**src/core/aphm_map.vh**
```
`ifndef APHM_MAP_VH
`define APHM_MAP_VH
// ************************************************************
// power level limits
// ************************************************************
`define APHM_LVL_MIN      8'h01
`define APHM_LVL_MAX      8'hfe
// ************************************************************
// identify word numbers and bit positions
// ************************************************************
`define APHM_ID_WSUP      8'd83
`define APHM_ID_WEN       8'd86
`define APHM_ID_WLVL      8'd96
`define APHM_ID_BIT       3
// ************************************************************
// recovery times in ms and in cycles at 100 MHz
// ************************************************************
`define APHM_CLK_KHZ      100000
`define APHM_AIDLE_MS     20
`define APHM_LPIDLE_MS    300
`define APHM_AIDLE_CYC    (`APHM_AIDLE_MS * `APHM_CLK_KHZ)
`define APHM_LPIDLE_CYC   (`APHM_LPIDLE_MS * `APHM_CLK_KHZ)
// ************************************************************
// threshold range
// ************************************************************
`define APHM_THR_MIN      8'd1
`define APHM_THR_MAX      8'd253
// ************************************************************
// power states
// ************************************************************
`define APHM_ST_ACTIVE    3'h0
`define APHM_ST_PIDLE     3'h1
`define APHM_ST_AIDLE     3'h2
`define APHM_ST_LPIDLE    3'h3
`define APHM_ST_STANDBY   3'h4
`define APHM_ST_SLEEP     3'h5
`define APHM_ST_WAKE      3'h6
`endif

```
**src/core/aphm_hist.v**
```verilog
`timescale 1ns/1ps
// ************************************************************
// interval histogram: one counter per bin, registered read
// ************************************************************
module aphm_hist #(
	parameter BINS = 8,
	parameter AW   = 3,
	parameter CW   = 8
) (
	// clock and reset
	input  wire          core_clk,
	input  wire          rst_n,
	// bump one bin
	input  wire          inc_en,
	input  wire [AW-1:0] inc_bin,
	// read port
	input  wire [AW-1:0] rd_bin,
	output reg  [CW-1:0] rd_data
);
	reg [CW-1:0] mem [0:BINS-1];
	integer i;
	reg sat;

	// halve all bins when one saturates so old history fades
	always @* begin
		sat = inc_en && (mem[inc_bin] == {CW{1'b1}});
	end

	always @(posedge core_clk or negedge rst_n) begin
		if (!rst_n) begin
			for (i = 0; i < BINS; i = i + 1)
				mem[i] <= {CW{1'b0}};
			rd_data <= {CW{1'b0}};
		end else begin
			for (i = 0; i < BINS; i = i + 1) begin
				if (sat)
					mem[i] <= mem[i] >> 1;
				else if (inc_en && inc_bin == i[AW-1:0])
					mem[i] <= mem[i] + {{(CW-1){1'b0}}, 1'b1};
			end
			rd_data <= mem[rd_bin];
		end
	end
endmodule

```
**src/core/aphm_top.v**
```verilog
`timescale 1ns/1ps
`include "aphm_map.vh"
// What this block does
// - level 01h is lowest power, FEh is highest performance
// - enable subcommand turns feature on with level; disable turns it off
// - standby on timer expiry or on algorithm decision, whichever first
// - identify word 83 bit 3 reports feature supported
// - identify word 86 bit 3 follows the enable state
// - identify word 96 low byte holds current level while enabled
// - after a command the device enters performance idle
// - active idle parks head, recovers in about 20 ms
// - low-power idle unloads heads, spindle on, recovers in about 300 ms
// - intervals between commands are measured into a distribution
// - best-saving candidate whose predicted delay is under level limit
// - selected bin plus one used for low-power idle, plus two for standby entry
// - self-monitoring is off from reset until the host enables it
// - thresholds are fixed 1..253 and the host cannot change them
// - negative status when any value is at or below its threshold
// - with autosave on, save attributes on standby-immediate or sleep
// - save attributes in the same cycle as a timer-driven move from idle to standby
module aphm_top #(
	parameter NATTR    = 4,
	parameter BINS     = 8,
	parameter TICK_DIV = 100000,
	parameter AIDLE_CYC  = `APHM_AIDLE_CYC,
	parameter LPIDLE_CYC = `APHM_LPIDLE_CYC,
	parameter [8*NATTR-1:0] THRESH = {NATTR{8'd50}}
) (
	// clock and reset
	input  wire             core_clk,
	input  wire             rst_n,
	// decoded host commands, one-cycle pulses
	input  wire             cmd_start,
	input  wire             cmd_done,
	input  wire             cmd_apm_on,
	input  wire [7:0]       cmd_apm_level,
	input  wire             cmd_apm_off,
	input  wire             cmd_smart_on,
	input  wire             cmd_smart_off,
	input  wire             cmd_autosave_on,
	input  wire             cmd_autosave_off,
	input  wire             cmd_stby_imm,
	input  wire             cmd_sleep,
	input  wire             stby_timer_exp,
	// attribute values from the monitoring logic
	input  wire [8*NATTR-1:0] attr_values,
	// identify word read
	input  wire [7:0]       id_word_sel,
	output reg  [15:0]      id_word_data,
	// status and actions
	output reg  [2:0]       power_state,
	output reg              cmd_ready,
	output reg              apm_enabled,
	output reg  [7:0]       apm_level,
	output reg              smart_enabled,
	output reg              autosave_enabled,
	output reg              status_negative,
	output reg              attr_save
);
	localparam AW = 3;
	localparam TW = 8;
	localparam [TW-1:0] TMAX = {TW{1'b1}};
	localparam [AW-1:0] LAST = BINS[AW-1:0] - 3'h1;

	// ************************************************************
	// helpers
	// ************************************************************
	function [AW-1:0] bin_of;
		input [TW-1:0] t;
		integer k;
		begin
			bin_of = {AW{1'b0}};
			for (k = 1; k < BINS; k = k + 1)
				if (t >= (8'd1 << k))
					bin_of = k[AW-1:0];
		end
	endfunction

	function [7:0] clip_thr;
		input [7:0] t;
		begin
			if (t < `APHM_THR_MIN)
				clip_thr = `APHM_THR_MIN;
			else if (t > `APHM_THR_MAX)
				clip_thr = `APHM_THR_MAX;
			else
				clip_thr = t;
		end
	endfunction

	// ************************************************************
	// millisecond tick divider
	// ************************************************************
	reg [16:0] div_reg;
	reg        tick;
	always @(posedge core_clk or negedge rst_n) begin
		if (!rst_n) begin
			div_reg <= 17'h0;
			tick    <= 1'b0;
		end else if (div_reg == TICK_DIV - 1) begin
			div_reg <= 17'h0;
			tick    <= 1'b1;
		end else begin
			div_reg <= div_reg + 17'h1;
			tick    <= 1'b0;
		end
	end

	// ************************************************************
	// feature enables
	// ************************************************************
	always @(posedge core_clk or negedge rst_n) begin
		if (!rst_n) begin
			apm_enabled      <= 1'b0;
			apm_level        <= `APHM_LVL_MAX;
			smart_enabled    <= 1'b0;
			autosave_enabled <= 1'b0;
		end else begin
			if (cmd_apm_on) begin
				apm_enabled <= 1'b1;
				// out-of-range levels are clamped into 01h..FEh
				if (cmd_apm_level < `APHM_LVL_MIN)
					apm_level <= `APHM_LVL_MIN;
				else if (cmd_apm_level > `APHM_LVL_MAX)
					apm_level <= `APHM_LVL_MAX;
				else
					apm_level <= cmd_apm_level;
			end else if (cmd_apm_off)
				apm_enabled <= 1'b0;
			if (cmd_smart_on)
				smart_enabled <= 1'b1;
			else if (cmd_smart_off)
				smart_enabled <= 1'b0;
			if (cmd_autosave_on)
				autosave_enabled <= 1'b1;
			else if (cmd_autosave_off)
				autosave_enabled <= 1'b0;
		end
	end

	// ************************************************************
	// interval measurement
	// ************************************************************
	reg  [TW-1:0] gap_reg;
	reg           gap_run;
	wire [TW-1:0] gap_sat = (gap_reg == TMAX) ? TMAX : gap_reg + 8'h1;
	always @(posedge core_clk or negedge rst_n) begin
		if (!rst_n) begin
			gap_reg <= {TW{1'b0}};
			gap_run <= 1'b0;
		end else if (cmd_start) begin
			gap_reg <= {TW{1'b0}};
			gap_run <= 1'b0;
		end else if (cmd_done) begin
			gap_run <= 1'b1;
		end else if (gap_run && tick) begin
			gap_reg <= gap_sat;
		end
	end

	// ************************************************************
	// candidate evaluation walk
	// ************************************************************
	// each bin b stands for idle gaps near 2^b ms; a candidate timeout at
	// bin c saves energy on gaps beyond c and pays recovery on them
	reg  [AW-1:0] walk_reg;
	reg           walking;
	wire [TW-1:0] hist_q;
	reg  [TW-1:0] hist_prev;
	reg  [15:0]   long_cnt;
	reg  [15:0]   total_cnt;
	reg  [AW-1:0] best_bin;
	reg  [AW-1:0] sel_bin;
	reg  [15:0]   delay_lim;

	aphm_hist #(
		.BINS(BINS),
		.AW  (AW),
		.CW  (TW)
	) u_hist (
		.core_clk(core_clk),
		.rst_n   (rst_n),
		.inc_en  (cmd_start && gap_run),
		.inc_bin (bin_of(gap_reg)),
		.rd_bin  (walk_reg),
		.rd_data (hist_q)
	);

	// higher level allows less predicted delay for better response
	always @* begin
		delay_lim = {8'h0, ~apm_level} << 4;
	end

	reg [AW-1:0] walk_d;
	always @(posedge core_clk or negedge rst_n) begin
		if (!rst_n) begin
			walk_reg  <= {AW{1'b0}};
			walk_d    <= {AW{1'b0}};
			walking   <= 1'b0;
			hist_prev <= {TW{1'b0}};
			long_cnt  <= 16'h0;
			total_cnt <= 16'h0;
			best_bin  <= LAST;
			sel_bin   <= LAST;
		end else if (tick && !walking) begin
			walk_reg  <= LAST;
			walk_d    <= LAST;
			walking   <= 1'b1;
			long_cnt  <= 16'h0;
			total_cnt <= 16'h0;
			best_bin  <= LAST;
		end else if (walking) begin
			// walk from longest bin down, accumulating gaps above candidate
			hist_prev <= hist_q;
			walk_d    <= walk_reg;
			if (walk_reg != walk_d || walk_reg == LAST) begin
				long_cnt  <= long_cnt + {8'h0, hist_q};
				total_cnt <= total_cnt + {8'h0, hist_q};
				// delay expectation ~ wakes per history; keep shortest
				// candidate whose wake count fits the level limit
				if ((long_cnt + {8'h0, hist_q}) <= delay_lim)
					best_bin <= walk_reg;
			end
			if (walk_reg == {AW{1'b0}}) begin
				walking <= 1'b0;
				sel_bin <= best_bin;
			end else
				walk_reg <= walk_reg - 3'h1;
		end
	end

	// ************************************************************
	// power state machine
	// ************************************************************
	localparam [2:0] ST_ACTIVE  = `APHM_ST_ACTIVE;
	localparam [2:0] ST_PIDLE   = `APHM_ST_PIDLE;
	localparam [2:0] ST_AIDLE   = `APHM_ST_AIDLE;
	localparam [2:0] ST_LPIDLE  = `APHM_ST_LPIDLE;
	localparam [2:0] ST_STANDBY = `APHM_ST_STANDBY;
	localparam [2:0] ST_SLEEP   = `APHM_ST_SLEEP;
	localparam [2:0] ST_WAKE    = `APHM_ST_WAKE;

	reg  [2:0]  state_reg;
	reg  [2:0]  state_next;
	reg  [24:0] wake_cnt;
	wire [AW-1:0] lp_bin = (sel_bin == LAST) ? LAST : sel_bin + 3'h1;
	wire [AW-1:0] sb_bin = (lp_bin == LAST) ? LAST : lp_bin + 3'h1;
	// full-range bin means no candidate fits; stay in performance idle
	wire go_aidle = apm_enabled && sel_bin != LAST &&
		bin_of(gap_reg) >= sel_bin;
	wire go_lp = apm_enabled && lp_bin != LAST &&
		bin_of(gap_reg) >= lp_bin;
	wire go_sb = apm_enabled && sb_bin != LAST &&
		bin_of(gap_reg) >= sb_bin;
	wire idle_st = state_reg == ST_PIDLE || state_reg == ST_AIDLE ||
		state_reg == ST_LPIDLE;

	always @* begin
		state_next = state_reg;
		case (state_reg)
		ST_ACTIVE: begin
			if (cmd_done)
				state_next = ST_PIDLE;
		end
		ST_PIDLE, ST_AIDLE, ST_LPIDLE: begin
			if (cmd_start)
				state_next = (state_reg == ST_PIDLE) ? ST_ACTIVE : ST_WAKE;
			else if (stby_timer_exp || go_sb)
				state_next = ST_STANDBY;
			else if (state_reg != ST_LPIDLE && go_lp)
				state_next = ST_LPIDLE;
			else if (state_reg == ST_PIDLE && go_aidle)
				state_next = ST_AIDLE;
		end
		ST_STANDBY: begin
			if (cmd_start)
				state_next = ST_WAKE;
		end
		ST_WAKE: begin
			if (wake_cnt == 25'h0)
				state_next = ST_ACTIVE;
		end
		ST_SLEEP: begin
			state_next = ST_SLEEP;
		end
		default: begin
			state_next = ST_ACTIVE;
		end
		endcase
		// only a reset leaves sleep, so late power commands are dropped
		if (state_reg != ST_SLEEP) begin
			if (cmd_sleep)
				state_next = ST_SLEEP;
			else if (cmd_stby_imm)
				state_next = ST_STANDBY;
		end
	end

	always @(posedge core_clk or negedge rst_n) begin
		if (!rst_n) begin
			state_reg <= ST_ACTIVE;
			wake_cnt  <= 25'h0;
		end else begin
			state_reg <= state_next;
			if (state_next == ST_WAKE && state_reg != ST_WAKE)
				wake_cnt <= (state_reg == ST_AIDLE) ?
					AIDLE_CYC[24:0] - 25'h1 :
					LPIDLE_CYC[24:0] - 25'h1;
			else if (wake_cnt != 25'h0)
				wake_cnt <= wake_cnt - 25'h1;
		end
	end

	// ************************************************************
	// health status and attribute save
	// ************************************************************
	reg neg_next;
	integer a;
	always @* begin
		neg_next = 1'b0;
		for (a = 0; a < NATTR; a = a + 1)
			// thresholds are build-time constants, no write path exists
			if (attr_values[8*a +: 8] <= clip_thr(THRESH[8*a +: 8]))
				neg_next = 1'b1;
	end

	wire save_cmd = smart_enabled && autosave_enabled &&
		(cmd_stby_imm || cmd_sleep);
	wire save_tmr = smart_enabled && idle_st && state_next == ST_STANDBY &&
		!cmd_stby_imm && !cmd_sleep;

	// ************************************************************
	// registered outputs
	// ************************************************************
	always @(posedge core_clk or negedge rst_n) begin
		if (!rst_n) begin
			status_negative <= 1'b0;
			attr_save       <= 1'b0;
			power_state     <= ST_ACTIVE;
			cmd_ready       <= 1'b1;
			id_word_data    <= 16'h0;
		end else begin
			status_negative <= smart_enabled && neg_next;
			attr_save       <= save_cmd || save_tmr;
			power_state     <= state_next;
			cmd_ready       <= state_next != ST_WAKE &&
				state_next != ST_SLEEP;
			if (id_word_sel == `APHM_ID_WSUP)
				id_word_data <= 16'h1 << `APHM_ID_BIT;
			else if (id_word_sel == `APHM_ID_WEN)
				id_word_data <= {15'h0, apm_enabled} << `APHM_ID_BIT;
			else if (id_word_sel == `APHM_ID_WLVL)
				id_word_data <= apm_enabled ?
					{8'h0, apm_level} : 16'h0;
			else
				id_word_data <= 16'h0;
		end
	end
endmodule

```
**config.mk**
```make
export PLATFORM = sky130hd
export DESIGN_NAME = aphm_top
export DESIGN_NICKNAME = d
export VERILOG_FILES = /design/src/core/aphm_hist.v /design/src/core/aphm_top.v
export VERILOG_INCLUDE_DIRS = /design/src /design/src/core
export SDC_FILE = /design/constraint.sdc
export NUM_CORES = 1
export LEC_CHECK = 0
export BUFFER_PORTS_ARGS = -buffer_cell sky130_fd_sc_hd__buf_2
export CAP_MARGIN = 5
export CORE_AREA = 2 2 147 149
export CTS_CLUSTER_SIZE = 14
export DETAILED_ROUTE_END_ITERATION = 12
export DIE_AREA = 0 0 149 151
export PLACE_DENSITY = 0.68
export SETUP_SLACK_MARGIN = 0.2
export SLEW_MARGIN = 20
export SYNTH_ARGS = -nofsm -noshare
export SYNTH_HDL_FRONTEND = slang
export SYNTH_SLANG_ARGS = --single-unit
```
**constraint.sdc**
```tcl
create_clock -name core_clk -period 4 [get_ports core_clk]
set_input_delay 0.2 -clock core_clk [delete_from_list [all_inputs] [get_ports core_clk]]
set_output_delay 0.2 -clock core_clk [all_outputs]
set_load 0.05 [all_outputs]
```
**After elaboration in Yosys (flattened, before gate mapping)**

Cells that the tools add are included.

- Bitwise operators: 4
- Mux-type cells: 85
- Eq/ne operators: 35
- Reductions and logical operators: 66
- Add/sub/neg operators: 15
- Magnitude comparators: 19

Operator list:

| cell | number |
|---|---|
| 8-bit 2-to-1 mux | 30 |
| 3-bit 2-to-1 mux | 28 |
| 25-bit 2-to-1 mux | 3 |
| 8-bit by 1-bit adder with 8-bit output (second input constant) | 9 |
| 8-bit binary-select mux with 3-bit select | 2 |
| 16-bit 2-to-1 mux | 3 |
| 3-bit == test (second input constant) | 12 |
| 2-bit nonzero test | 17 |
| 8-bit by 6-bit <= comparator with 1-bit output (second input constant) | 4 |
| 1-bit logical AND | 29 |
| 25-bit logical NOT | 1 |
| 25-bit nonzero test | 1 |
| 25-bit by 1-bit subtractor with 25-bit output (second input constant) | 1 |
| 8-bit by 7-bit == test with 1-bit output (second input constant) | 3 |
| 3-bit inequality test (second input constant) | 7 |
| 17-bit by 1-bit adder with 17-bit output (second input constant) | 1 |
| 17-bit == test (second input constant) | 1 |
| 1-bit 2-to-1 mux | 17 |
| 17-bit 2-to-1 mux | 1 |
| 16-bit by 8-bit adder with 16-bit output | 1 |
| 8-bit == test (second input constant) | 2 |
| 16-bit by 12-bit <= comparator with 1-bit output | 1 |
| 3-bit one-hot mux with 5 select lines | 1 |
| 3-bit by 2-bit == test with 1-bit output (second input constant) | 4 |
| 26 further kinds | 45 |

- Word-level logic and storage cells: 253
- Register bits: 186

**Logic depth before layout (Yosys ltp)**

Gate-level depths: netlist of the first run.

- Word-level depth: 24
- Depth in mapped cells: 16
- Mapped depth without buffers: 14

**Hierarchy**

A second synthesis of the first run with hierarchy kept.

- Cell total of the unflattened synthesis: 1013
- Area, all modules: 10714.0 µm²

Modules (own cells, without submodules):

| module | instances | seq. area each (µm²) | area each (µm²) | cells an instance |
|---|---|---|---|---|
| aphm_top | 1 | 2670.1 | 6112.1 | 643 |
| aphm_hist | 1 | 1801.7 | 4601.9 | 370 |

**Worst setup path before layout of the first run**

No wires, ideal clock.

- Path kind: register -> register
- Start point: reg sel_bin[0]
- End point: reg wake_cnt[10]
- Setup slack: 0.664 ns
- Arrival: 3.259 ns
- Stages on the path, launching flop included: 14
- Clock period less this slack: 3.336 ns
- Path buffers: 1
- Library setup time: 0.077 ns
- Path through: dfstp_2 ha_1 nand2b_1 ha_1 nor3_1 ha_1 a21oi_1 o21ai_0 a31oi_1 o211ai_1 and3_1 buf_6 or4b_2 a21oi_1

- Longest elaborated chain between the ends: 17
- Elaborated cells between the ends (all ways): 33
- Those cells by class: add/sub: 2; order compare: 3; eq/ne: 6; mux: 11; reduce/logical: 11

Ends and longest elaborated chain:

| item | RTL line | source |
|---|---|---|
| start, declared | aphm_top.v:173 | `reg [AW-1:0] sel_bin;` |
| start signal, assigned | aphm_top.v:226 | `sel_bin <= best_bin;` |
| parallel branches: the longest is 8 deep, another holds 3-bit by 1-bit adder with 3-bit output | -- |  |
| 3-bit 2-to-1 mux (*) | aphm_top.v:268 | `else if (stby_timer_exp \|\| go_sb)` |
| 3-bit 2-to-1 mux (*) | aphm_top.v:266 | `if (cmd_start)` |
| 3-bit one-hot mux with 5 select lines (*) | aphm_top.v:260 | `case (state_reg)` |
| 3-bit 2-to-1 mux | aphm_top.v:294 | `else if (cmd_stby_imm)` |
| 3-bit 2-to-1 mux | aphm_top.v:292 | `if (cmd_sleep)` |
| 3-bit 2-to-1 mux (*) | aphm_top.v:291 | `if (state_reg != ST_SLEEP) begin` |
| 3-bit == test (*) | aphm_top.v:305 | `if (state_next == ST_WAKE && state_reg != ST_WAKE)` |
| 1-bit logical AND (*) | aphm_top.v:305 |  |
| 25-bit 2-to-1 mux / 2-bit nonzero test (equally long branches) | -- |  |
| end signal, assigned | aphm_top.v:306 | `wake_cnt <= (state_reg == ST_AIDLE) ?` |
| end signal, assigned | aphm_top.v:310 | `wake_cnt <= wake_cnt - 25'h1;` |
| end, declared | aphm_top.v:245 | `reg [24:0] wake_cnt;` |

Every way passes the cells marked *.
A chain may end at the register's enable or synchronous reset.

**Worst setup path after layout of the first run**

- Start point: reg sel_bin[0]
- End point: reg wake_cnt[17]

The elaborated chain is that of the path after synthesis.

==> reports/results.env, run 1 <==
OUTCOME='complete, no violations'
FINAL_HOLD_VIOL_COUNT=0
DIE_W_UM=149
GRT.MET3_USAGE=0.0419
GRT_FIRST_PASS_WIRELENGTH_UM=38700
DIODES=0
GRT_START_MAX_NET_PINS=92
TIMING_WORST_SLEW_PIN_VALUE_NS=0.832
SYNTH.LARGEST_AREA_CELL='sky130_fd_sc_hd__dfrtp_1'
GRT-BUSIEST-LAYER='met2'
SYNTHESIS.AREA_PER_INSTANCE_UM2=9.36
SEQ_AREA_FRAC_SYNTH=0.428
NUMBER_OF_ENABLE_FLIP_FLOP_CELLS_AFTER_SYNTHESIS=0
CTS.HTREE.LEVELS=4
CLOCK_INSERTION_DELAY_WORST_SKEW_NS=0.44
FLOORPLAN.INITIALDENSITY=0.501
VIAS_IN_THE_FIRST_GLOBAL_ROUTE=7848
NUMBER_OF_ANTENNA_VIOLATIONS_AT_THE_FIRST_CHECK_IN_GLOBAL_ROUTING=0
DRC_ERRORS=0
FINALNONFILLERCELLS=1471
CRITPATHLAUNCHTYPE='flip-flop'
YOSYS.AREA.TOP_TYPE_SHARE=0.393
CP-END-KIND='flip-flop'
NFILLCELLS=1839
TRITONCTS='yes'
CLOCK_SINKS=178
DIE_AREA_MM2=0.0225
DIE-HEIGHT_UM=151
GRT.MET1_USAGE=0.288
LARGEST_FANOUT_ON_THE_CRITICAL_PATH=8
CLOCK_TREE.BUFFER_DEPTH=2
YOSYSWARNINGS=0
BUFFER_PORTS.INSERTED=85
CELLS_AFTER_SYNTH=1115
POSTROUTEANTENNANETS=0
WORST-ENDPOINT-REQUIRED_NS=4.35
GRT_REMAINING_OVERFLOW=0
TRITONCTS.NUM_BUFFERS=17
UNREPAIRED_SETUP_ENDPOINTS_AFTER_GLOBAL_ROUTING='false'
SYNTHESIS.AREA_MM2=0.0104
POWER.CLOCK.FRACTION=0.433
AVGVIACOUNTPERCELL=5.66
POWER.SWITCHING_W=0.00106
REGISTER_TO_REGISTER_SETUP_SLACK_NS=0.37
ROUTED_WIRELENGTH_NORMALIZED_BY_INSTANCE_COUNT_UM=15.9
SYNTH_MOST_COMMON_CELL='sky130_fd_sc_hd__dfrtp_1'
SWITCHING_PART_OF_THE_TOTAL_POWER=0.248
FINAL-SETUP-VIOL-COUNT=0
TOP_LEVEL_PORTS=94
POST_CTS.REPAIR.SETUP_BUFFERS=0
CRITPATHARRIVALTIME_NS=3.98
REPORT.FINAL.SLEW_VIOL_COUNT=0
TIMING.HOLD.WORST.CLASS='in -> reg'
NNETSFINAL=1288
PLACED_AREA_MM2=0.0111
CLOCK_TREE.ROOT_CELL='sky130_fd_sc_hd__clkbuf_16'
DRT-PASS1-ITER-COUNT=5
DP_HPWL_UM=16600
AREAGROWTHSYNTHTOFINISH_PCT=12.9
YS.FLOP_TYPE='sky130_fd_sc_hd__dfrtp_1'
YS_FF_LATCH=178
FP-ROW-COUNT=53
LAYOUT-DRIVE-GT1-SHARE=0.160
WORST_SLEW_MARGIN_RELATIVE_TO_ITS_LIMIT=0.444
LARGEST_REGISTER_FFS=64
FINAL_PERIOD_MINUS_WORST_SETUP_SLACK_NS=3.63
MET2_USAGE=0.358
NUM_VIAS=8333
FMAX_MHz=276
CLKSLEWWORSTSETUPHOLDPATHS_NS=0.07
PLACE_INST=1436
LKG_PWR_nW=5.43
YS_ASYNC_SR_FRACTION=1.00
COMB_POWER_SHARE=0.106
GRT_USAGE=0.215
SYNTH_COMMONEST_CELLS='sky130_fd_sc_hd__dfrtp_1 (164), sky130_fd_sc_hd__nor2_1 (151), sky130_fd_sc_hd__a21oi_1 (90)'
ROUTED_WIRELENGTH_UM=23400
TIMING.SETUP.CRITICAL_PATH_CLASS='reg -> reg'
DR.FIRST_ITER.DRC_COUNT=518
FIN_TNS_SETUP_NS=0
POWER_DENSITY_mW_PER_MM2=363
SHARE_OF_POWER_BURNED_IN_REGISTERS=0.461
CELL_INTERNAL_PWR_W=0.00322
POST-LAYOUT-TOTAL-POWER_W=0.00428
CORE_BOX_AREA_MM2=0.0208
GLOBALPLACE.CONGESTION=0.841
MAX_CAP_VIOL_COUNT=0
FINALCRITPERIODSHARE=0.907
NETLIST-CELL-TYPE-COUNT=73
FINCLKSKEW_NS=0.0122
SYNTH.AREA.TOP_CELLS='sky130_fd_sc_hd__dfrtp_1 (39%), sky130_fd_sc_hd__nor2_1 (5.4%), sky130_fd_sc_hd__ha_1 (5.2%), sky130_fd_sc_hd__xor2_1 (4.4%), sky130_fd_sc_hd__a21oi_1 (4.3%)'
FINAL_AREA_MM2=0.0118
IR_WORST_VDD_mV=0.190
FINAL.HOLD.WORST_SLACK_NS=0.0111
==> metal layers <==
layer	part of all wire	routed length (µm)
met1	0.47	10900
met2	0.47	11000
met3	0.046	1080
met4	0.016	364
met5	0	0
==> critical path, stage by stage (launching register included) <==
cell,delay (ns)
sky130_fd_sc_hd__dfstp_2,0.59
sky130_fd_sc_hd__ha_2,0.24
sky130_fd_sc_hd__nand2_1,0.15
sky130_fd_sc_hd__nand2b_1,0.13
sky130_fd_sc_hd__ha_1,0.19
sky130_fd_sc_hd__o21ai_1,0.11
sky130_fd_sc_hd__nor2b_1,0.15
sky130_fd_sc_hd__ha_1,0.18
sky130_fd_sc_hd__a21oi_1,0.12
sky130_fd_sc_hd__o21ai_0,0.11
sky130_fd_sc_hd__a31oi_2,0.27
sky130_fd_sc_hd__o211ai_1,0.16
sky130_fd_sc_hd__and3_2,0.27
sky130_fd_sc_hd__or4b_2,0.73
sky130_fd_sc_hd__a21oi_1,0.16
==> per-stage QoR <==
stage	utilization	setup slack [ns]
2_1_floorplan	-	0.664
3_3_place_gp	0.532	0.387
3_5_place_dp	0.532	0.261
4_1_cts	0.565	0.247
5_1_grt	0.566	0.197
6_report	0.566	0.372
==> final cells by class <==
type	instances	area (µm²)	share of cell area
multi-input combinational	848	5620	0.477
sequential	178	4470	0.379
timing repair buffer	97	554	0.0470
clock buffer	23	468	0.0397
tap	275	344	0.0292
clock inverter	9	179	0.0152
inverter	41	154	0.0131
==> power by group through the flow <==
stage                     registers [W]  clock network (W)  logic, W
final                           0.00197            0.00185  0.000454
after global placement          0.00200                  0  0.000446
after CTS                       0.00197            0.00188  0.000459
after detailed placement        0.00200                  0  0.000455
after floorplan                 0.00201                  0  0.000267
after global routing            0.00198            0.00196  0.000509
==> final timing paths <==
| kind | startpoint | endpoint | cells after the start |
|---|---|---|---|
| max in group asynchronous | rst_n | apm_level[4] | 3 |
| worst max-delay path | sel_bin[0] | wake_cnt[17] | 14 |
| worst min register to register | div_reg[4] | div_reg[4] | 1 |
| worst min-delay path | cmd_apm_level[7] | apm_level[7] | 3 |
| worst max register to register | sel_bin[0] | wake_cnt[17] | 14 |
| min in group asynchronous | rst_n | wake_cnt[7] | 2 |
==> timing repair <==
| action | in CTS | in global routing |
|---|---|---|
| resized for setup | 0 | 9 |
| endpoints found under the setup margin | 0 | 25 |
| endpoints found under the hold margin | 80 | 0 |
| hold buffers | 3 | 0 |
==> cell usage in the layout, fill, tap and decap left out, types with 8 or more instances in the layout <==
| cell type | Yosys | layout |
|---|---|---|
| sky130_fd_sc_hd__o31ai_1 | 12 | 12 |
| sky130_fd_sc_hd__clkbuf_16 | 0 | 17 |
| sky130_fd_sc_hd__nor2_1 | 151 | 151 |
| sky130_fd_sc_hd__dfstp_2 | 14 | 14 |
| sky130_fd_sc_hd__and3_1 | 18 | 17 |
| sky130_fd_sc_hd__a21oi_1 | 90 | 90 |
| sky130_fd_sc_hd__and2_1 | 13 | 13 |
| sky130_fd_sc_hd__ha_1 | 43 | 42 |
| sky130_fd_sc_hd__nand4_1 | 33 | 33 |
| sky130_fd_sc_hd__nand3_1 | 35 | 34 |
| sky130_fd_sc_hd__nor4_1 | 9 | 9 |
| sky130_fd_sc_hd__xnor2_1 | 48 | 48 |
| sky130_fd_sc_hd__mux4_2 | 16 | 16 |
| sky130_fd_sc_hd__conb_1 | 1 | 8 |
| sky130_fd_sc_hd__mux2_2 | 12 | 12 |
| sky130_fd_sc_hd__xor2_1 | 52 | 52 |
| sky130_fd_sc_hd__nor3_1 | 25 | 24 |
| sky130_fd_sc_hd__dfrtp_1 | 164 | 164 |
| sky130_fd_sc_hd__nand2_1 | 85 | 84 |
| sky130_fd_sc_hd__a21o_1 | 9 | 9 |
| sky130_fd_sc_hd__inv_1 | 41 | 41 |
| sky130_fd_sc_hd__buf_2 | 1 | 84 |
| sky130_fd_sc_hd__nor2b_1 | 13 | 13 |
| sky130_fd_sc_hd__o21ai_0 | 49 | 48 |
| sky130_fd_sc_hd__mux2i_1 | 11 | 11 |
==> kinds of logic (layout without fill, tap and decap cells) <==
kind of cell | Yosys count | count (layout) | synth area share
xor+xnor | 100 | 100 | 0.0839
fa+ha+maj | 44 | 44 | 0.0534
buf+inv | 96 | 170 | 0.0407
mux | 39 | 39 | 0.0580
simple gates | 426 | 426 | 0.198
compound gates | 231 | 231 | 0.137
flops | 178 | 178 | 0.428
other cells | 1 | 8 | 0.000359
Note: power is estimated with default switching activity, not from simulation.
==> run 2: changes to the inputs <==
- CORE_AREA: 2 2 147 149 -> 2 2 165 167
- DIE_AREA: 0 0 149 151 -> 0 0 167 169
- PLACE_DENSITY: 0.68 -> 0.56
==> run 2 against run 1 <==
Worst setup slack better by 0.096 ns; clock skew up 0.0015 ns; sequential cell count unchanged; critical path depth down 2; combinational power about the same; critical endpoint is now wake_cnt[18]; largest cell class unchanged; highest routed layer unchanged.
==> reports/results.env, run 2 (synthesis results as in run 1) <==
POWER.CLOCK.FRACTION=0.415  # was 0.433
POST_CTS.REPAIR.SETUP_BUFFERS=0  # unchanged
TIMING.CRITICAL_PATH.MODE_CELL='sky130_fd_sc_hd__ha_1'
CTS.HTREE.LEVELS=4  # unchanged
CP-STARTPOINT='sel_bin[0]'  # unchanged
DRT-PASS1-ITER-COUNT=5  # unchanged
DIE-HEIGHT_UM=169  # was 151 µm
ROUTED_WIRELENGTH_UM=23900  # was 23400 µm
CORE_BOX_AREA_MM2=0.0265  # was 0.0208 mm²
TOP_LEVEL_PORTS=94  # unchanged
GRT_REMAINING_OVERFLOW=0  # unchanged
CP.DEPTH=12  # was 14
PRECTSSETUPSLACK_NS=0.323  # was 0.261 ns
POWER_DENSITY_mW_PER_MM2=349  # was 363 mW/mm²
FINAL_PERIOD_MINUS_WORST_SETUP_SLACK_NS=3.53  # was 3.63 ns
GRT_START_MAX_NET_PINS=121  # was 92
GRT_USAGE=0.174  # was 0.215
COMB_POWER_SHARE=0.110  # was 0.106
CRITPATHARRIVALTIME_NS=3.88  # was 3.98 ns
NNETSFINAL=1291  # was 1288
DP_HPWL_UM=17100  # was 16600 µm
DIODES=0  # unchanged
POSTROUTEANTENNANETS=0  # unchanged
CLOCK_SINKS=178  # unchanged
FINAL_COMMON_CELL='sky130_fd_sc_hd__dfrtp_1'  # unchanged
DIE_W_UM=167  # was 149 µm
UNREPAIRED_SETUP_ENDPOINTS_AFTER_GLOBAL_ROUTING='false'  # unchanged
TIMING.HOLD.WORST.CLASS='in -> reg'  # unchanged
FIN_TNS_SETUP_NS=0  # unchanged
LAYOUT-DRIVE-GT1-SHARE=0.162  # was 0.160
CLOCK_TREE.ROOT_CELL='sky130_fd_sc_hd__clkbuf_16'  # unchanged
HOLD_PATH_DEPTH=3  # unchanged
TRITONCTS.NUM_BUFFERS=17  # unchanged
WORST-ENDPOINT-REQUIRED_NS=4.35  # about the same
CP-END-KIND='flip-flop'  # unchanged
MOST-COMMON-LAYOUT-CELLS='sky130_fd_sc_hd__dfrtp_1 (164), sky130_fd_sc_hd__nor2_1 (151), sky130_fd_sc_hd__a21oi_1 (89)'  # was sky130_fd_sc_hd__dfrtp_1 (164), sky130_fd_sc_hd__nor2_1 (151), sky130_fd_sc_hd__a21oi_1 (90)
WORST_SLEW_MARGIN_RELATIVE_TO_ITS_LIMIT=0.412  # was 0.444
FP-ROW-COUNT=60  # was 53
CLKSLEWWORSTSETUPHOLDPATHS_NS=0.07  # about the same
CRITPATHLAUNCHTYPE='flip-flop'  # unchanged
NUM_VIAS=8197  # was 8333
LARGEST_REGISTER_FFS=64  # unchanged
CLOCK_TREE.BUFFER_DEPTH=2  # unchanged
MAX_CAP_VIOL_COUNT=0  # unchanged
DIE_AREA_MM2=0.0282  # was 0.0225 mm²
GRT_FIRST_PASS_WIRELENGTH_UM=40300  # was 38700 µm
BUFFER_PORTS.INSERTED=85  # unchanged
VIAS_IN_THE_FIRST_GLOBAL_ROUTE=7821  # was 7848
FINAL_HOLD_VIOL_COUNT=0  # unchanged
FLOORPLAN.INITIALDENSITY=0.394  # was 0.501
WORST_PATH_MAX_DELAY_CELL='sky130_fd_sc_hd__or4b_2'  # unchanged
LARGEST_FANOUT_ON_THE_CRITICAL_PATH=8  # unchanged
POWER.SWITCHING_W=0.00110  # was 0.00106 W
TIMING_WORST_SLEW_PIN_VALUE_NS=0.880  # was 0.832 ns
WORSTHOLDSTART='cmd_apm_level[7]'  # unchanged
IR_WORST_VDD_mV=0.271  # was 0.190 mV
SHARE_OF_POWER_BURNED_IN_REGISTERS=0.475  # was 0.461
FMAX_MHz=283  # was 276 MHz
OUTCOME='complete, no violations'  # unchanged
AREAGROWTHSYNTHTOFINISH_PCT=13.8  # was 12.9%
DR.FIRST_ITER.DRC_COUNT=543  # was 518
WORST_R2R_PATH_DEPTH=12  # was 14
CLOCK_INSERTION_DELAY_WORST_SKEW_NS=0.43  # was 0.44 ns
CRITICAL_PATH.TOP_DELAY_FAMILY='simple AND/OR/NAND/NOR gates'  # unchanged
CRITICAL_PATH.CELL_CHAIN='ha_1 -> nand2b_1 -> ha_1 -> nor3_1 -> ha_1 -> a21oi_1 -> o21ai_0 -> a31oi_2 -> o211ai_1 -> and3_4 -> or4b_2 -> a21oi_1'  # was ha_2 -> nand2_1 -> nand2b_1 -> ha_1 -> o21ai_1 -> nor2b_1 -> ha_1 -> a21oi_1 -> o21ai_0 -> a31oi_2 -> o211ai_1 -> and3_2 -> or4b_2 -> a21oi_1
FINCLKSKEW_NS=0.0136  # was 0.0122 ns
CRITICAL_PATH.N_BUFFERS_INVERTERS=0  # unchanged
POSTLAYOUTCOREUTIL=0.448  # was 0.566
DRC_ERRORS=0  # unchanged
CPPEAKSTAGEDELAY_NS=0.74  # was 0.73 ns
FINAL-SETUP-VIOL-COUNT=0  # unchanged
TIMING.SETUP.CRITICAL_PATH_CLASS='reg -> reg'  # unchanged
NUMBER_OF_ANTENNA_VIOLATIONS_AT_THE_FIRST_CHECK_IN_GLOBAL_ROUTING=0  # unchanged
REPORT.FINAL.SLEW_VIOL_COUNT=0  # unchanged
POSTLAYOUTSETUPSLACKWORST_NS=0.468  # was 0.372 ns
FINALCRITPERIODSHARE=0.883  # was 0.907
ROUTED_WIRELENGTH_NORMALIZED_BY_INSTANCE_COUNT_UM=15.5  # was 15.9 µm
LKG_PWR_nW=5.43  # about the same
AVGVIACOUNTPERCELL=5.32  # was 5.66
GLOBALPLACE.CONGESTION=0.813  # was 0.841
R2R-START='sel_bin[0]'  # unchanged
SWITCHING_PART_OF_THE_TOTAL_POWER=0.266  # was 0.248
TRITONCTS='yes'  # unchanged
CELL_INTERNAL_PWR_W=0.00305  # was 0.00322 W
==> run 2: cell count changes in the layout (fill, tap and decap cells not counted), moves of 2 or more <==
cell	change
sky130_fd_sc_hd__bufinv_16	-3
sky130_fd_sc_hd__clkbuf_1	-3
sky130_fd_sc_hd__dlygate4sd3_1	+4
sky130_fd_sc_hd__inv_6	+2
sky130_fd_sc_hd__inv_8	+2
==> run 2: routing by layer <==
metal | wire length [µm] | global-route usage | vias to the layer above | share of wire
met3 | 818 | 0.0276 | 18 | 0.034
met4 | 258 | 0.0431 | 0 | 0.011
met1 | 11900 | 0.251 | 3931 | 0.50
met5 | 0 | 0 | - | 0
met2 | 11000 | 0.275 | 160 | 0.46
li1 | - | - | 4088 | -
==> run 2: final cells by class <==
class | count | area, µm²
clock inverter | 12 | 145
timing repair buffer | 100 | 589
sequential | 178 | 4470
tap | 341 | 427
inverter | 41 | 154
clock buffer | 20 | 457
fill | 2581 | 14600
multi-input combinational | 848 | 5640
==> run 2: stage by stage <==
step | hold WS [ns] | instance area (µm²) | instances | power (W)
3_3_place_gp | 0.343 | 11200 | 1501 | 0.00246
3_5_place_dp | 0.350 | 11200 | 1501 | 0.00246
4_1_cts | 0.00125 | 11800 | 1540 | 0.00420
2_1_floorplan | -0.0956 | 10500 | 1122 | 0.00228
6_report | 0.0225 | 11900 | 1540 | 0.00415
5_1_grt | 0.00914 | 11900 | 1540 | 0.00433
==> run 2: path summary, 6_finish.rpt <==
kind / to / slack [ns]
setup / recovery: wake_cnt[18] / 0.47
hold / removal: apm_level[7] / 0.02
setup reg to reg: wake_cnt[18] / 0.47
hold reg to reg: div_reg[4] / 0.47
max in group asynchronous: apm_level[1] / 2.69
min in group asynchronous: wake_cnt[7] / 0.40
==> run 2: repair_timing <==
item                                    CTS  global route
resized for setup                         0            13
endpoints found under the setup margin    0            25
hold buffers                              7             0
endpoints found under the hold margin    98             0
==> run 2: worst reg2reg max path, stage by stage, from the launching register on <==
cell and delay (ns):
sky130_fd_sc_hd__dfstp_2 0.58, sky130_fd_sc_hd__ha_1 0.24, sky130_fd_sc_hd__nand2b_1 0.16, sky130_fd_sc_hd__ha_1 0.19, sky130_fd_sc_hd__nor3_1 0.20, sky130_fd_sc_hd__ha_1 0.29
sky130_fd_sc_hd__a21oi_1 0.14, sky130_fd_sc_hd__o21ai_0 0.11, sky130_fd_sc_hd__a31oi_2 0.26, sky130_fd_sc_hd__o211ai_1 0.16, sky130_fd_sc_hd__and3_4 0.23, sky130_fd_sc_hd__or4b_2 0.74
sky130_fd_sc_hd__a21oi_1 0.16
==> run 2: power by group through the flow <==
stage	Clock (W)	Sequential, W	Combinational, W
floorplan	0	0.00201	0.000267
global placement	0	0.00201	0.000453
detailed placement	0	0.00200	0.000455
CTS	0.00177	0.00197	0.000463
global route	0.00183	0.00198	0.000510
finish	0.00172	0.00197	0.000456
==> run 3: changes to the inputs <==
==> constraint.sdc (replaced) <==
create_clock -name core_clk -period 4 [get_ports core_clk]
set_input_delay 0.8 -clock core_clk [delete_from_list [all_inputs] [get_ports core_clk]]
set_output_delay 0.8 -clock core_clk [all_outputs]
set_load 0.05 [all_outputs]
==> run 3 against run 2 <==
First-iteration DRC count is 0.74% higher; maximum frequency shrank 0.45%; total power shrank 3.2%; combinational power about the same; sequential share of layout area grew 0.44 points; non-clock buffer count is 7 lower; clock skew rose by 0.0021 ns; critical path depth stayed put; register-to-register slack worse by 0.02 ns; sequential power barely moved; utilization is 0.52 points lower; sequential cell count did not move; critical path type unchanged.
==> reports/results.env, run 3 (synthesis results as in run 1) <==
DRC_ERRORS=0  # unchanged
PRECTSSETUPSLACK_NS=0.231  # was 0.323 ns
FINAL_AREA_MM2=0.0117  # was 0.0119 mm²
FMAX_MHz=282  # was 283 MHz
CLKSLEWWORSTSETUPHOLDPATHS_NS=0.08  # was 0.07 ns
NUM_VIAS=8192  # was 8197
CP-END-KIND='flip-flop'  # unchanged
TRITONCTS='yes'  # unchanged
MAX_CAP_VIOL_COUNT=0  # unchanged
POWER_DENSITY_mW_PER_MM2=342  # was 349 mW/mm²
DIE_AREA_MM2=0.0282  # unchanged
CTS.HTREE.LEVELS=4  # unchanged
CORE_BOX_AREA_MM2=0.0265  # unchanged
DIODES=0  # unchanged
LARGEST_FANOUT_ON_THE_CRITICAL_PATH=21  # was 8
FIN_TNS_SETUP_NS=0  # unchanged
FLOORPLAN.INITIALDENSITY=0.394  # unchanged
BUFFER_PORTS.INSERTED=85  # unchanged
NNETSFINAL=1284  # was 1291
LKG_PWR_nW=5.37  # was 5.43 nW
FINCLKSKEW_NS=0.0157  # was 0.0136 ns
TOP_LEVEL_PORTS=94  # unchanged
OUTCOME='complete, no violations'  # unchanged
DP_HPWL_UM=17100  # about the same
IR_WORST_VDD_mV=0.285  # was 0.271 mV
VIAS_IN_THE_FIRST_GLOBAL_ROUTE=7801  # was 7821
CRITPATHLAUNCHTYPE='flip-flop'  # unchanged
TIMING_WORST_SLEW_PIN_VALUE_NS=0.870  # was 0.880 ns
TIMING.HOLD.WORST.CLASS='in -> async'  # was in -> reg
FINAL_COMMON_CELL='sky130_fd_sc_hd__dfrtp_1'  # unchanged
REPORT.FINAL.SLEW_VIOL_COUNT=0  # unchanged
NUMBER_OF_ANTENNA_VIOLATIONS_AT_THE_FIRST_CHECK_IN_GLOBAL_ROUTING=0  # unchanged
DR.FIRST_ITER.DRC_COUNT=547  # was 543
LARGEST_REGISTER_FFS=64  # unchanged
GRT_REMAINING_OVERFLOW=0  # unchanged
GRT_FIRST_PASS_WIRELENGTH_UM=40200  # was 40300 µm
CLOCK_TREE.BUFFER_DEPTH=2  # unchanged
CRITPATHARRIVALTIME_NS=3.89  # was 3.88 ns
POSTLAYOUTSETUPSLACKWORST_NS=0.452  # was 0.468 ns
MOST-COMMON-LAYOUT-CELLS='sky130_fd_sc_hd__dfrtp_1 (164), sky130_fd_sc_hd__nor2_1 (151), sky130_fd_sc_hd__a21oi_1 (89)'  # unchanged
AVGVIACOUNTPERCELL=5.34  # was 5.32
AREAGROWTHSYNTHTOFINISH_PCT=12.5  # was 13.8%
FINAL-SETUP-VIOL-COUNT=0  # unchanged
CLOCK_INSERTION_DELAY_WORST_SKEW_NS=0.44  # was 0.43 ns
CLOCK_SINKS=178  # unchanged
DIE-HEIGHT_UM=169  # unchanged
FINAL.HOLD.WORST_SLACK_NS=0.445  # was 0.0225 ns
NFILLCELLS=2607  # was 2581
GLOBALPLACE.CONGESTION=0.805  # was 0.813
ROUTED_WIRELENGTH_UM=24100  # was 23900 µm
FP-ROW-COUNT=60  # unchanged
POSTROUTEANTENNANETS=0  # unchanged
CLOCK_TREE.ROOT_CELL='sky130_fd_sc_hd__clkbuf_16'  # unchanged
LAYOUT-DRIVE-GT1-SHARE=0.161  # was 0.162
FINAL_HOLD_VIOL_COUNT=0  # unchanged
WORST-ENDPOINT-REQUIRED_NS=4.34  # was 4.35 ns
FINALCRITPERIODSHARE=0.887  # was 0.883
TIMING.SETUP.CRITICAL_PATH_CLASS='reg -> reg'  # unchanged
ROUTED_WIRELENGTH_NORMALIZED_BY_INSTANCE_COUNT_UM=15.7  # was 15.5 µm
POST-LAYOUT-TOTAL-POWER_W=0.00402  # was 0.00415 W
DIE_W_UM=167  # unchanged
TRITONCTS.NUM_BUFFERS=17  # unchanged
FINAL_PERIOD_MINUS_WORST_SETUP_SLACK_NS=3.55  # was 3.53 ns
GRT_USAGE=0.175  # was 0.174
WORST_SLEW_MARGIN_RELATIVE_TO_ITS_LIMIT=0.415  # was 0.412
GRT_START_MAX_NET_PINS=121  # unchanged
DRT-PASS1-ITER-COUNT=5  # unchanged
UNREPAIRED_SETUP_ENDPOINTS_AFTER_GLOBAL_ROUTING='false'  # unchanged
PLACED_AREA_MM2=0.0112  # unchanged
-- run 3: cell count changes in the layout (fill, tap and decap cells not counted), sizes merged --
cell and delta:
clkinvlp -1, clkinv +3, dlygate4sd3 -7, bufinv -2
-- run 3: power breakdown --
part | switching [W] | internal (W) | leakage [nW] | total [W]
Clock | 0.000762 | 0.000825 | 0.264 | 0.00159
Sequential | 0.0000947 | 0.00188 | 2.31 | 0.00198
Combinational | 0.000263 | 0.000189 | 2.80 | 0.000453
-- run 3: path summary, 6_finish.rpt --
check	start	endpoint	slack (ns)	cells after the start
hold / removal	rst_n	wake_cnt[4]	0.45	1
setup reg to reg	sel_bin[0]	wake_cnt[22]	0.45	12
setup / recovery	sel_bin[0]	wake_cnt[22]	0.45	12
min in group core_clk	div_reg[4]	div_reg[4]	0.48	1
hold reg to reg	div_reg[4]	div_reg[4]	0.48	1
max in group asynchronous	rst_n	apm_level[7]	2.68	2
-- run 3: metrics by stage --
stage / util / cells
after floorplan: - / 1122
after global placement: 0.421 / 1501
after detailed placement: 0.421 / 1501
after CTS: 0.442 / 1533
after global routing: 0.443 / 1533
final: 0.443 / 1533
-- run 3: worst max-delay path, cell delays in order, from the launching register on --
cell and delay (ns):
sky130_fd_sc_hd__dfstp_2 0.58, sky130_fd_sc_hd__ha_2 0.27, sky130_fd_sc_hd__nand2b_1 0.17, sky130_fd_sc_hd__ha_1 0.21
sky130_fd_sc_hd__nor3_1 0.23, sky130_fd_sc_hd__ha_1 0.30, sky130_fd_sc_hd__a21oi_1 0.15, sky130_fd_sc_hd__o21ai_0 0.11
sky130_fd_sc_hd__a31oi_2 0.26, sky130_fd_sc_hd__o211ai_1 0.16, sky130_fd_sc_hd__and3_2 0.28, sky130_fd_sc_hd__or3_4 0.53
sky130_fd_sc_hd__o22ai_1 0.20
-- run 3: layout make-up --
cell class / count / area, µm² / area share
multi-input combinational: 848 / 5630 / 0.479
tap: 341 / 427 / 0.0363
inverter: 41 / 154 / 0.0131
timing repair buffer: 93 / 519 / 0.0442
clock inverter: 12 / 97.6 / 0.00831
sequential: 178 / 4470 / 0.381
clock buffer: 20 / 447 / 0.0380
-- run 3: repair_timing --
item | in CTS | in global routing
setup buffers | 0 | 0
hold buffers | 0 | 0
gates resized for setup | 1 | 8
endpoints found under the setup margin | 2 | 21
pin swaps | 0 | 2
hold endpoints to repair | 0 | 0
-- run 3: routing by layer --
| metal | up-vias | global-route usage | share of wire |
|---|---|---|---|
| met1 | 3932 | 0.249 | 0.49 |
| met2 | 162 | 0.278 | 0.46 |
| li1 | 4080 | - | - |
| met4 | 0 | 0.0446 | 0.011 |
| met5 | - | 0 | 0 |
| met3 | 18 | 0.0290 | 0.040 |
